`src/verilog/osdsb_pkg.sv`:
```
// osdsb_pkg: register map, field layout and timing constants for the
// sync, blanking and pixel-pll control block.
// assumes: included before the block's modules are compiled.
package osdsb_pkg;
    // register offsets
    localparam logic [15:0] OSDSB_REG_LINE_LEN   = 16'h8401;
    localparam logic [15:0] OSDSB_REG_HBLANK     = 16'h843A;
    localparam logic [15:0] OSDSB_REG_VBLANK     = 16'h843B;
    localparam logic [15:0] OSDSB_REG_RANGE_CTL  = 16'h843E;
    // field positions
    localparam int          OSDSB_PPL_LSB        = 5;
    localparam int          OSDSB_PPL_MSB        = 7;
    localparam int          OSDSB_HB_EN_BIT      = 0;
    localparam int          OSDSB_VB_EN_BIT      = 7;
    localparam int          OSDSB_HB_PROG_BIT    = 2;
    localparam int          OSDSB_HB_STEP_LSB    = 3;
    localparam int          OSDSB_HB_STEP_MSB    = 6;
    localparam int          OSDSB_RANGE_LSB      = 0;
    localparam int          OSDSB_RANGE_MSB      = 1;
    localparam int          OSDSB_AUTO_BIT       = 6;
    localparam int          OSDSB_CAL_DONE_BIT   = 7;
    // reset values
    localparam logic [7:0]  OSDSB_LINE_LEN_RST   = 8'h00;
    localparam logic [7:0]  OSDSB_HBLANK_RST     = 8'h01;
    localparam logic [7:0]  OSDSB_VBLANK_RST     = 8'h0A;
    localparam logic [7:0]  OSDSB_RANGE_CTL_RST  = 8'h00;
    // line and blanking figures
    localparam int          OSDSB_PPL_BASE       = 704;
    localparam int          OSDSB_PPL_STEP       = 64;
    localparam int          OSDSB_HB_STEP_PIX    = 4;
    localparam logic [6:0]  OSDSB_VB_MIN_LINES   = 7'h03;
    localparam logic [6:0]  OSDSB_VB_MAX_LINES   = 7'h7F;
    localparam int          OSDSB_PIX_W          = 11;
    localparam int          OSDSB_RANGES         = 4;
    localparam logic [1:0]  OSDSB_RANGE_TOP      = 2'h3;
    // range finder states
    typedef enum logic [2:0] {
        OSDSB_RF_IDLE,
        OSDSB_RF_CAL,
        OSDSB_RF_READY,
        OSDSB_RF_AUTO
    } osdsb_rf_t;
endpackage

```
`src/verilog/osdsb_range_sel.sv`:
```
// osdsb_range_sel: automatic pll range choice from measured line length.
// assumes: line_cnt_i is the pixel count of the last full line, valid on line_end_i.
`timescale 1ns/1ps
module osdsb_range_sel
    import osdsb_pkg::*;
#(
    parameter int PIX_W = OSDSB_PIX_W
)
(
    // clock and reset
    input  wire logic             clk_i,
    input  wire logic             rst_i,
    // measurement
    input  wire logic             line_end_i,
    input  wire logic [PIX_W-1:0] line_cnt_i,
    input  wire logic [PIX_W-1:0] target_i,
    input  wire logic             enable_i,
    // chosen range
    output logic [1:0]            range_o
);
    // step range toward the one whose count matches the programmed line length
    always_ff @(posedge clk_i or posedge rst_i)
    begin
        if (rst_i)
            range_o <= 2'h0;
        else if (enable_i && line_end_i)
        begin
            if (line_cnt_i < target_i && range_o != OSDSB_RANGE_TOP)
                range_o <= range_o + 2'h1;
            else if (line_cnt_i > target_i && range_o != 2'h0)
                range_o <= range_o - 2'h1;
        end
    end
endmodule

```
`src/verilog/osdsb_top.sv`:
```
// osdsb_top: flyback sync, horizontal and vertical blanking, pll line-length
// and range control with automatic range calibration.
// assumes: clk_i is the line-locked pixel clock, flybacks are synchronous
// active-high levels, registers written through the parallel port below.
// How it works
// - osd sync is reported only while both flybacks have been seen
// - vertical flyback blanks outputs for the programmed 3 to 127 lines
// - horizontal blank starts 0 to 60 pixels before horizontal flyback
// - each blanking type has its own disable bit
// - line lengths 704 to 1152 pixels in steps of 64
// - line-length code sits in bits 7:5 of the line-length register
// - auto mode picks the pll range itself, entered only from a completed calibration
// - pre-calibration completes within one vertical period
// - lead is four-bit step count of four pixels, needs both enables
`timescale 1ns/1ps
module osdsb_top
    import osdsb_pkg::*;
#(
    parameter int PIX_W = OSDSB_PIX_W
)
(
    // clock and reset
    input  wire logic        clk_i,
    input  wire logic        rst_i,
    // flyback inputs
    input  wire logic        hflyback_i,
    input  wire logic        vflyback_i,
    // register port
    input  wire logic [15:0] reg_addr_i,
    input  wire logic        reg_wr_i,
    input  wire logic [7:0]  reg_wdata_i,
    output logic [7:0]       reg_rdata_o,
    // timing outputs
    output logic             osd_sync_o,
    output logic             hblank_o,
    output logic             vblank_o,
    output logic             blank_o,
    output logic             line_start_o,
    // pll control
    output logic [PIX_W-1:0] pix_per_line_o,
    output logic [1:0]       pll_range_o,
    output logic             pll_auto_o
);
    logic [7:0]       line_len_q;
    logic [7:0]       hblank_q;
    logic [7:0]       vblank_q;
    logic [7:0]       range_ctl_q;
    logic             hfb_d1_q;
    logic             vfb_d1_q;
    logic             h_seen_q;
    logic             v_seen_q;
    logic [PIX_W-1:0] pix_cnt_q;
    logic [PIX_W-1:0] line_meas_q;
    logic [PIX_W-1:0] lead_pix;
    logic [PIX_W-1:0] target_pix;
    logic [6:0]       vb_cnt_q;
    logic [6:0]       vb_lines;
    logic             lead_on;
    logic             h_rise;
    logic             v_rise;
    logic             cal_done_q;
    logic             cal_start;
    logic [1:0]       auto_range;
    osdsb_rf_t        rf_q;

    // line length in pixels for a three-bit code
    function automatic logic [PIX_W-1:0] ppl_pixels(input logic [2:0] code);
        ppl_pixels = PIX_W'(OSDSB_PPL_BASE + OSDSB_PPL_STEP * int'(code));
    endfunction

    assign h_rise     = hflyback_i && !hfb_d1_q;
    assign v_rise     = vflyback_i && !vfb_d1_q;
    assign target_pix = ppl_pixels(line_len_q[OSDSB_PPL_MSB:OSDSB_PPL_LSB]);
    assign lead_pix   = PIX_W'(OSDSB_HB_STEP_PIX
                        * int'(hblank_q[OSDSB_HB_STEP_MSB:OSDSB_HB_STEP_LSB]));
    assign lead_on    = hblank_q[OSDSB_HB_EN_BIT] && hblank_q[OSDSB_HB_PROG_BIT];
    // clamp programmed vertical lines to legal span
    assign vb_lines   = (vblank_q[OSDSB_VB_EN_BIT-1:0] < OSDSB_VB_MIN_LINES)
                        ? OSDSB_VB_MIN_LINES : vblank_q[OSDSB_VB_EN_BIT-1:0];
    assign cal_start  = reg_wr_i && reg_addr_i == OSDSB_REG_RANGE_CTL && !reg_wdata_i[OSDSB_AUTO_BIT]
                        && reg_wdata_i[OSDSB_RANGE_MSB:OSDSB_RANGE_LSB] == 2'h0;

    // register writes
    always_ff @(posedge clk_i or posedge rst_i)
    begin
        if (rst_i)
        begin
            line_len_q  <= OSDSB_LINE_LEN_RST;
            hblank_q    <= OSDSB_HBLANK_RST;
            vblank_q    <= OSDSB_VBLANK_RST;
            range_ctl_q <= OSDSB_RANGE_CTL_RST;
        end
        else if (reg_wr_i)
        begin
            case (reg_addr_i)
                OSDSB_REG_LINE_LEN:  line_len_q  <= reg_wdata_i;
                OSDSB_REG_HBLANK:    hblank_q    <= reg_wdata_i;
                OSDSB_REG_VBLANK:    vblank_q    <= reg_wdata_i;
                OSDSB_REG_RANGE_CTL: range_ctl_q <= reg_wdata_i;
                default:             ;
            endcase
        end
    end

    // register reads, range control shows live range and calibration status
    always_ff @(posedge clk_i or posedge rst_i)
    begin
        if (rst_i)
            reg_rdata_o <= 8'h00;
        else
        begin
            case (reg_addr_i)
                OSDSB_REG_LINE_LEN:  reg_rdata_o <= line_len_q;
                OSDSB_REG_HBLANK:    reg_rdata_o <= hblank_q;
                OSDSB_REG_VBLANK:    reg_rdata_o <= vblank_q;
                OSDSB_REG_RANGE_CTL: reg_rdata_o <= {cal_done_q,
                                                     range_ctl_q[OSDSB_AUTO_BIT:OSDSB_RANGE_MSB+1],
                                                     pll_range_o};
                default:             reg_rdata_o <= 8'h00;
            endcase
        end
    end

    // flyback edges and presence
    always_ff @(posedge clk_i or posedge rst_i)
    begin
        if (rst_i)
        begin
            hfb_d1_q <= 1'b0;
            vfb_d1_q <= 1'b0;
            h_seen_q <= 1'b0;
            v_seen_q <= 1'b0;
        end
        else
        begin
            hfb_d1_q <= hflyback_i;
            vfb_d1_q <= vflyback_i;
            if (h_rise)
                h_seen_q <= 1'b1;
            if (v_rise)
                v_seen_q <= 1'b1;
        end
    end

    always_ff @(posedge clk_i or posedge rst_i)
    begin
        if (rst_i)
            osd_sync_o <= 1'b0;
        else
            osd_sync_o <= h_seen_q && v_seen_q;
    end

    // pixel counter, restarted on each horizontal flyback
    always_ff @(posedge clk_i or posedge rst_i)
    begin
        if (rst_i)
        begin
            pix_cnt_q    <= '0;
            line_meas_q  <= '0;
            line_start_o <= 1'b0;
        end
        else
        begin
            line_start_o <= h_rise;
            if (h_rise)
            begin
                line_meas_q <= pix_cnt_q + PIX_W'(1);
                pix_cnt_q   <= '0;
            end
            else if (pix_cnt_q != '1)
                pix_cnt_q <= pix_cnt_q + PIX_W'(1);
        end
    end

    // horizontal blank: lead taken from previous line length, ends with flyback
    always_ff @(posedge clk_i or posedge rst_i)
    begin
        if (rst_i)
            hblank_o <= 1'b0;
        else if (!hblank_q[OSDSB_HB_EN_BIT])
            hblank_o <= 1'b0;
        else if (hflyback_i)
            hblank_o <= 1'b1;
        else if (lead_on && lead_pix != '0
                 && pix_cnt_q + PIX_W'(2) + lead_pix >= line_meas_q)
            hblank_o <= 1'b1;
        else
            hblank_o <= 1'b0;
    end

    // vertical blank for programmed line count
    always_ff @(posedge clk_i or posedge rst_i)
    begin
        if (rst_i)
            vb_cnt_q <= 7'h00;
        else if (!vblank_q[OSDSB_VB_EN_BIT])
            vb_cnt_q <= 7'h00;
        else if (v_rise)
            vb_cnt_q <= vb_lines;
        else if (h_rise && vb_cnt_q != 7'h00)
            vb_cnt_q <= vb_cnt_q - 7'h01;
    end

    always_ff @(posedge clk_i or posedge rst_i)
    begin
        if (rst_i)
            vblank_o <= 1'b0;
        else
            vblank_o <= vblank_q[OSDSB_VB_EN_BIT] && (v_rise || vb_cnt_q > 7'h01
                        || (vb_cnt_q == 7'h01 && !h_rise));
    end

    always_ff @(posedge clk_i or posedge rst_i)
    begin
        if (rst_i)
            blank_o <= 1'b0;
        else
            blank_o <= hblank_o || vblank_o;
    end

    // range calibration sequence
    always_ff @(posedge clk_i or posedge rst_i)
    begin
        if (rst_i)
        begin
            rf_q       <= OSDSB_RF_IDLE;
            cal_done_q <= 1'b0;
        end
        else if (cal_start && !(rf_q == OSDSB_RF_CAL && v_rise))
        begin
            // a repeated start restarts calibration from any state, except in CAL on a v_rise, which completes to READY
            rf_q       <= OSDSB_RF_CAL;
            cal_done_q <= 1'b0;
        end
        else
        begin
            case (rf_q)
                OSDSB_RF_IDLE:
                    rf_q <= OSDSB_RF_IDLE;
                OSDSB_RF_CAL:
                    if (v_rise)
                    begin
                        rf_q       <= OSDSB_RF_READY;
                        cal_done_q <= 1'b1;
                    end
                OSDSB_RF_READY:
                    if (range_ctl_q[OSDSB_AUTO_BIT])
                        rf_q <= OSDSB_RF_AUTO;
                OSDSB_RF_AUTO:
                    if (!range_ctl_q[OSDSB_AUTO_BIT])
                        rf_q <= OSDSB_RF_IDLE;
                default:
                    rf_q <= OSDSB_RF_IDLE;
            endcase
        end
    end

    osdsb_range_sel #(
        .PIX_W      (PIX_W)
    ) u_range_sel (
        .clk_i      (clk_i),
        .rst_i      (rst_i),
        .line_end_i (h_rise),
        .line_cnt_i (line_meas_q),
        .target_i   (target_pix),
        .enable_i   (rf_q == OSDSB_RF_READY || rf_q == OSDSB_RF_AUTO),
        .range_o    (auto_range)
    );

    // pll outputs
    always_ff @(posedge clk_i or posedge rst_i)
    begin
        if (rst_i)
        begin
            pix_per_line_o <= '0;
            pll_range_o    <= 2'h0;
            pll_auto_o     <= 1'b0;
        end
        else
        begin
            pix_per_line_o <= target_pix;
            pll_auto_o     <= rf_q == OSDSB_RF_AUTO;
            pll_range_o    <= (rf_q == OSDSB_RF_AUTO) ? auto_range
                              : range_ctl_q[OSDSB_RANGE_MSB:OSDSB_RANGE_LSB];
        end
    end
endmodule
```
`config.mk`:
```
export PLATFORM = sky130hd
export DESIGN_NAME = osdsb_top
export DESIGN_NICKNAME = d
export VERILOG_FILES = /design/src/verilog/osdsb_pkg.sv /design/src/verilog/osdsb_range_sel.sv /design/src/verilog/osdsb_top.sv
export SDC_FILE = /design/constraint.sdc
export NUM_CORES = 1
export LEC_CHECK = 0
export BUFFER_PORTS_ARGS = -buffer_cell sky130_fd_sc_hd__buf_2
export CAP_MARGIN = 20
export CORE_ASPECT_RATIO = 0.75
export CORE_UTILIZATION = 35
export CTS_CLUSTER_DIAMETER = 50
export CTS_CLUSTER_SIZE = 24
export DETAILED_ROUTE_END_ITERATION = 6
export GPL_TIMING_DRIVEN = 0
export PLACE_DENSITY = 0.49
export SYNTH_ARGS = -nofsm -noshare
export SYNTH_HDL_FRONTEND = slang
export SYNTH_SLANG_ARGS = --single-unit
```
`constraint.sdc`:
```
create_clock -name clk_i -period 8.1 [get_ports clk_i]
set_input_delay 2.43 -clock clk_i [delete_from_list [all_inputs] [get_ports clk_i]]
set_output_delay 2.43 -clock clk_i [all_outputs]
set_load 0.005 [all_outputs]
```
==> results.tsv, run 1 <==
metric	value	unit
synthMuxAreaShare	0.1031	
io_pins	56	
yosysTopAreaCell	dfrtp_1	
grt_pass1_vias	3370	
r2r_setup_slack	4990	ps
synth_ff_type	dfrtp_1	
worst_pin_slew	682.7	ps
total_power	1.129	mW
routedWlPerCell	16.56	um
grt_max_degree	52	
ff2ff_path_depth	12	
insertion_delay	340	ps
final-setup-viol-count	0	
cts_max_path_buffers	2	
dp_hpwl	8427	um
antenna_cells	0	
hold_viol	0	
min_path_cells	1	
max-cap-violations	0	
io_buffer_count	49	
clk_pin_slew	60	ps
ys_seq_elements	90	
crit_chain	buf_2 > buf_2 > or3b_2 > nor2_1 > a22oi_1 > o21ai_0	
yosys_warnings	0	
grt_pass1_wl	18390	um
postCtsSetupBuffers	0	
drc	0	
num_vias	3423	
maxSlewViolCount	0	
path_max_fanout	10	
crit_type	input port to flip-flop	
die_h	103.3	um
r2r_start	pix_cnt_q[2]	
synth_top_family_by_area	simple AND/OR/NAND/NOR gates	
root_buffer	clkbuf_16	
syn_area	0.004792	mm^2
period_share	0.4786	
htreeDepth	3	
setup_tns	0	ps
yosysMostFrequentCell	dfrtp_1	
outcome	finished, final reports clean	
synthSimpleGateAreaFrac	0.1460	
min_to	h_seen_q	
cts_tree	yes	
finalClockSkew	16.30	ps
vias_per_cell	4.947	
drt-pass1-iter-count	4	
syn2layout_area_growth	16.16	%
cts_buffers	9	
pwr_density_cell	202.8	mW/mm^2
post_cts_resized	0	
cp_slowest_stage_delay	540	ps
synthTopCellsByArea	dfrtp_1, ha_1, mux2_4, mux2_2, o21ai_0	
synth_top_area_frac	0.4543	
leakage	2.650	nW
die_area	0.01417	mm^2
dieWidth	137.1	um
antenna_found_initial	0	
synthTopCellsByCount	dfrtp_1, inv_1, nand2_1, o21ai_0, ha_1	
r2r_end	hblank_o	
totalWireLength	11460	um
initial_core_util	0.3643	
timing.critical_path.slowest_stage_cell	nor2_1	
synth.yosys.seq_area_share	0.4708	
synth-edff-count	0	
clock-sinks	90	
avgSynthCellArea	10.65	um^2
fill_cells	1286	
cpMostUsedCell	buf_2	
syn_inst	450	
synthArstFlopShare	1.000	
required	8330	ps
nets	575	
grt.overflow.total	0	
synth_fa_ha_area_frac	0.07990	
track_usage	0.1740	
yosysUniqueCellTypes	59	
drive_gt1_frac	0.2246	
hold_class	flip-flop to flip-flop	
cts_hold_buf	0	
synth-xor-area-share	0.03473	
synth_compound_area_frac	0.1151	
core.rowCount	36	
fin_crit	3876	ps
place_congestion	0.8027	
coreArea	0.01315	mm^2
critPathLaunchType	input port	
timing.fmax	258.0	MHz
rsz0062_at_grt	no	
slew_headroom	0.5432	
hold_start	h_seen_q	
drt_iter0_markers	165	
irDropWorstVdd	0.1030	mV
crit_path_end_kind	flip-flop	
postRouteAntennaNets	0	
cp.arrival	4100	ps
## worst max path at each step
stage | from | endpoint | slack, ps | cells after the start
6_report | reg_addr_i[2] | reg_rdata_o[5] | 4220 | 6
5_1_grt | reg_addr_i[2] | reg_rdata_o[6] | 4130 | 6
4_1_cts | reg_addr_i[2] | reg_rdata_o[6] | 4260 | 6
3_5_place_dp | reg_addr_i[2] | reg_rdata_o[6] | 3900 | 6
3_3_place_gp | rst_i | pix_cnt_q[0] | 2040 | 2
2_1_floorplan | rst_i | blank_o | 3340 | 1
## kinds of logic after synthesis
logic type | Yosys count
other | 1
adder cells (fa/ha/maj) | 30
flip-flops | 90
buffers and inverters | 53
XOR/XNOR | 19
multiplexers | 40
AO/OA/AOI/OAI | 89
AND/OR/NAND/NOR | 128
## state kept, by name, indices dropped and copies added (netlist names), 2 cells and up
signal	cells
pix_cnt_q	11
range_ctl_q	7
vb_cnt_q	7
line_meas_q	11
pix_per_line_o	5
pll_range_o	2
reg_rdata_o	8
u_range_sel.range_o	2
rf_q	2
hblank_q	8
vblank_q	8
line_len_q	8
## power breakdown
group	internal (mW)	leakage [nW]	switching, mW
registers	0.487	1.14	0.0387
logic	0.0956	1.39	0.123
clock network	0.217	0.127	0.168
## final cells by class
cell class	instances	area, um^2	share of cell area
well taps	171	214.0	0.03844
repair buffers	50	272.8	0.04900
clock buffers	14	254.0	0.04563
inverters	34	130.1	0.02338
plain buffers	19	110.1	0.01978
flip-flops and latches	90	2256	0.4053
clock inverters	2	12.51	0.002248
multi-input cells	312	2317	0.4163
## routing by layer
| metal | track usage | vias up | part of all wire |
|---|---|---|---|
| met1 | 0.2638 | 1660 | 0.54 |
| met5 | 0 | - | 0 |
| met2 | 0.2448 | 51 | 0.42 |
| met3 | 0.03899 | 6 | 0.039 |
| met4 | 0.04987 | 0 | 0.0084 |
| li1 | - | 1706 | - |
## worst max-delay path: cells and delay by family
family	cells	cell delay, ps
and+or+nand+nor	2	1060
buffers and inverters	2	320
AOI/OAI and AO/OA	2	280
## through the flow
step | setup WS (ps) | hold WS [ps] | std cells | util | cell area [um^2]
after floorplan | 3340 | 425.2 | 455 | - | 4811
after global placement | 2044 | 441.3 | 675 | 0.4007 | 5270
after detailed placement | 3899 | 447.4 | 676 | 0.4030 | 5300
after CTS | 4255 | 462.6 | 692 | 0.4232 | 5567
after global routing | 4127 | 482.0 | 692 | 0.4232 | 5567
final | 4224 | 456.7 | 692 | 0.4232 | 5567
## layout by cell type, fill, tap and decap left out, drive strengths merged, types with 3 or more instances in the layout
| cell | n |
|---|---|
| mux2 | 30 |
| nand3 | 15 |
| xor2 | 6 |
| nor3b | 6 |
| nand4 | 6 |
| o31ai | 3 |
| a21o | 3 |
| mux2i | 10 |
| buf | 60 |
| nor3 | 3 |
| nand2 | 34 |
| clkbuf | 23 |
| ha | 29 |
| nor2b | 9 |
| or4 | 3 |
| conb | 6 |
| or3 | 3 |
| a211oi | 3 |
| nand2b | 4 |
| nor4 | 4 |
| a21oi | 24 |
| dfrtp | 87 |
| a22oi | 7 |
| a31oi | 3 |
| dfstp | 3 |
| o21ai | 32 |
| xnor2 | 13 |
| inv | 34 |
| nor2 | 25 |
| and3 | 5 |
Power figures use the tool's default switching activity.
==> run 2, diff against run 1 <==
--- a/config.mk
+++ b/config.mk
@@ -13,7 +13,7 @@
 export CTS_CLUSTER_SIZE = 24
 export DETAILED_ROUTE_END_ITERATION = 6
 export GPL_TIMING_DRIVEN = 0
-export PLACE_DENSITY = 0.49
+export PLACE_DENSITY = 0.51
 export SYNTH_ARGS = -nofsm -noshare
 export SYNTH_HDL_FRONTEND = slang
 export SYNTH_SLANG_ARGS = --single-unit
==> constraint.sdc (replaced) <==
create_clock -name clk_i -period 3.1 [get_ports clk_i]
set_input_delay 0.93 -clock clk_i [delete_from_list [all_inputs] [get_ports clk_i]]
set_output_delay 0.93 -clock clk_i [all_outputs]
set_load 0.005 [all_outputs]
==> run 2 against run 1 <==
Effect of this change: combinational power grew to 2.8 times the previous value; sequential share of layout area down 0.62 points; first-iteration DRC count grew 7.3%; register-to-register slack lost 4800 ps; via count up 2.6%; worst setup slack worse by 4100 ps; clock power grew to 3.0 times the previous value; clock skew is 9.6 ps lower; largest power group unchanged; critical endpoint is now hblank_o.
==> results.tsv, run 2 (same netlist as run 1, synthesis figures left out) <==
metric	value	unit	change
crit_type	flip-flop to flip-flop		
syn2layout_area_growth	18.09	%	
cts_tree	yes		
path_delay_family	compound AO/OA/AOI/OAI gates		
initial_core_util	0.3643		unchanged
critPathLaunchType	flip-flop		
routedWlPerCell	16.53	um	-0.18%
io_buffer_count	49		unchanged
nets	578		+0.52%
insertion_delay	340	ps	about the same
core.rowCount	36		unchanged
multiInputGateArea	0.002328	mm^2	+0.49%
coreArea	0.01315	mm^2	unchanged
io_pins	56		unchanged
die_h	103.3	um	unchanged
drive_gt1_frac	0.2443		+0.01971
hold_viol	0		unchanged
pwr_density_cell	550.6	mW/mm^2	+170%
max-cap-violations	0		unchanged
antenna_found_initial	0		unchanged
required	3330	ps	-5000 ps
leakage	2.692	nW	+1.6%
fill_cells	1255		-2.4%
cts_hold_buf	0		unchanged
path_max_fanout	9		-1
dieWidth	137.1	um	unchanged
period_share	0.9528		
grt_pass1_wl	18530	um	+0.79%
r2r_start	hblank_q[6]		
cts_max_path_buffers	2		unchanged
cp_slowest_stage_delay	610	ps	+70 ps
path_buf_inv	1		-1
worst_pin_slew	739.3	ps	+56.65 ps
worstSetupStartpoint	hblank_q[6]		
final-setup-viol-count	0		unchanged
grt.overflow.total	0		unchanged
root_buffer	clkbuf_16		
total_power	3.116	mW	+180%
setup_tns	0	ps	unchanged
irDropWorstVdd	0.3660	mV	+260%
totalWireLength	11490	um	+0.25%
hold_class	flip-flop to flip-flop		
clock-sinks	90		unchanged
seqCellArea	0.002258	mm^2	+0.11%
cpMostUsedCell	ha_1		
finalClockSkew	6.659	ps	-9.637 ps
crit_path_end_kind	flip-flop		
die_area	0.01417	mm^2	unchanged
drt-pass1-iter-count	4		unchanged
num_vias	3513		+2.6%
clk_pin_slew	60	ps	about the same
drt_iter0_markers	177		+7.3%
fin_crit	2954	ps	
postRouteAntennaNets	0		unchanged
crit_chain	ha_1 > clkbuf_1 > nand3b_1 > nor2_1 > a2111oi_0 > nand3_2 > ha_1 > a21oi_1 > o21ai_0 > nand3_1 > nand2_1 > a41o_1		
dp_hpwl	8680	um	+3.0%
grt_max_degree	34		-35%
mostFrequentLayoutCell	dfrtp_1		
slew_headroom	0.5061		-0.03712
hold_start	vblank_o		
final_cell_mix	dfrtp_1, buf_2, nand2_1		
outcome	finished, final reports clean		
cp.arrival	3180	ps	-920 ps
track_usage	0.1742		+0.0001815
grt_pass1_vias	3426		+1.7%
htreeDepth	3		unchanged
vias_per_cell	5.055		+2.2%
timing.fmax	338.6	MHz	
maxSlewViolCount	0		unchanged
place_congestion	0.7957		-0.87%
final_util	0.4303		+0.007039
cts_buffers	9		unchanged
fin_hold_ws	462.5	ps	+5.770 ps
top_regs	line_meas_q x11, pix_cnt_q x11		
timing.critical_path.slowest_stage_cell	a2111oi_0		
antenna_cells	0		unchanged
drc	0		unchanged
-- run 2: per-stage QoR --
stage	instances	instance area, um^2	worst slack [ps]
after floorplan	455	4815	357.3
after global placement	675	5274	49.48
after detailed placement	677	5314	55.67
after CTS	693	5630	34.46
after global routing	695	5659	-99.32
final	695	5659	146.3
-- run 2: layout make-up --
| class | count | share of cell area |
|---|---|---|
| sequential | 90 | 0.3991 |
| clock buffer | 13 | 0.04776 |
| buffer | 19 | 0.01946 |
| inverter | 34 | 0.02321 |
| timing repair buffer | 53 | 0.05306 |
| clock inverter | 3 | 0.008180 |
| tap | 171 | 0.03781 |
| multi-input combinational | 312 | 0.4115 |
-- run 2: path summary, 6_finish.rpt --
kind                       slack (ps)  cells after the start           to
max reg2reg                       150                     12     hblank_o
min                               460                      1      blank_o
max                               150                     12     hblank_o
min reg2reg                       460                      1      blank_o
max in group asynchronous        1490                      4  vblank_q[3]
min in group asynchronous         710                      2      blank_o
-- run 2: repair_timing --
| action | in CTS | in global routing |
|---|---|---|
| buffers inserted | 0 | 2 |
| setup endpoints to repair | 0 | 1 |
| resized for setup | 0 | 5 |
-- run 2: layer usage --
| layer | up-vias | wire length, um | global-route usage |
|---|---|---|---|
| li1 | 1708 | - | - |
| met1 | 1731 | 5921 | 0.2648 |
| met2 | 67 | 4942 | 0.2455 |
| met3 | 7 | 536 | 0.03899 |
| met4 | 0 | 91 | 0.04734 |
| met5 | - | 0 | 0 |
-- run 2: report_power, final --
| part | total [mW] | internal [mW] | switching (mW) |
|---|---|---|---|
| logic | 0.603 | 0.268 | 0.335 |
| clock network | 1.14 | 0.693 | 0.452 |
| registers | 1.37 | 1.27 | 0.0955 |
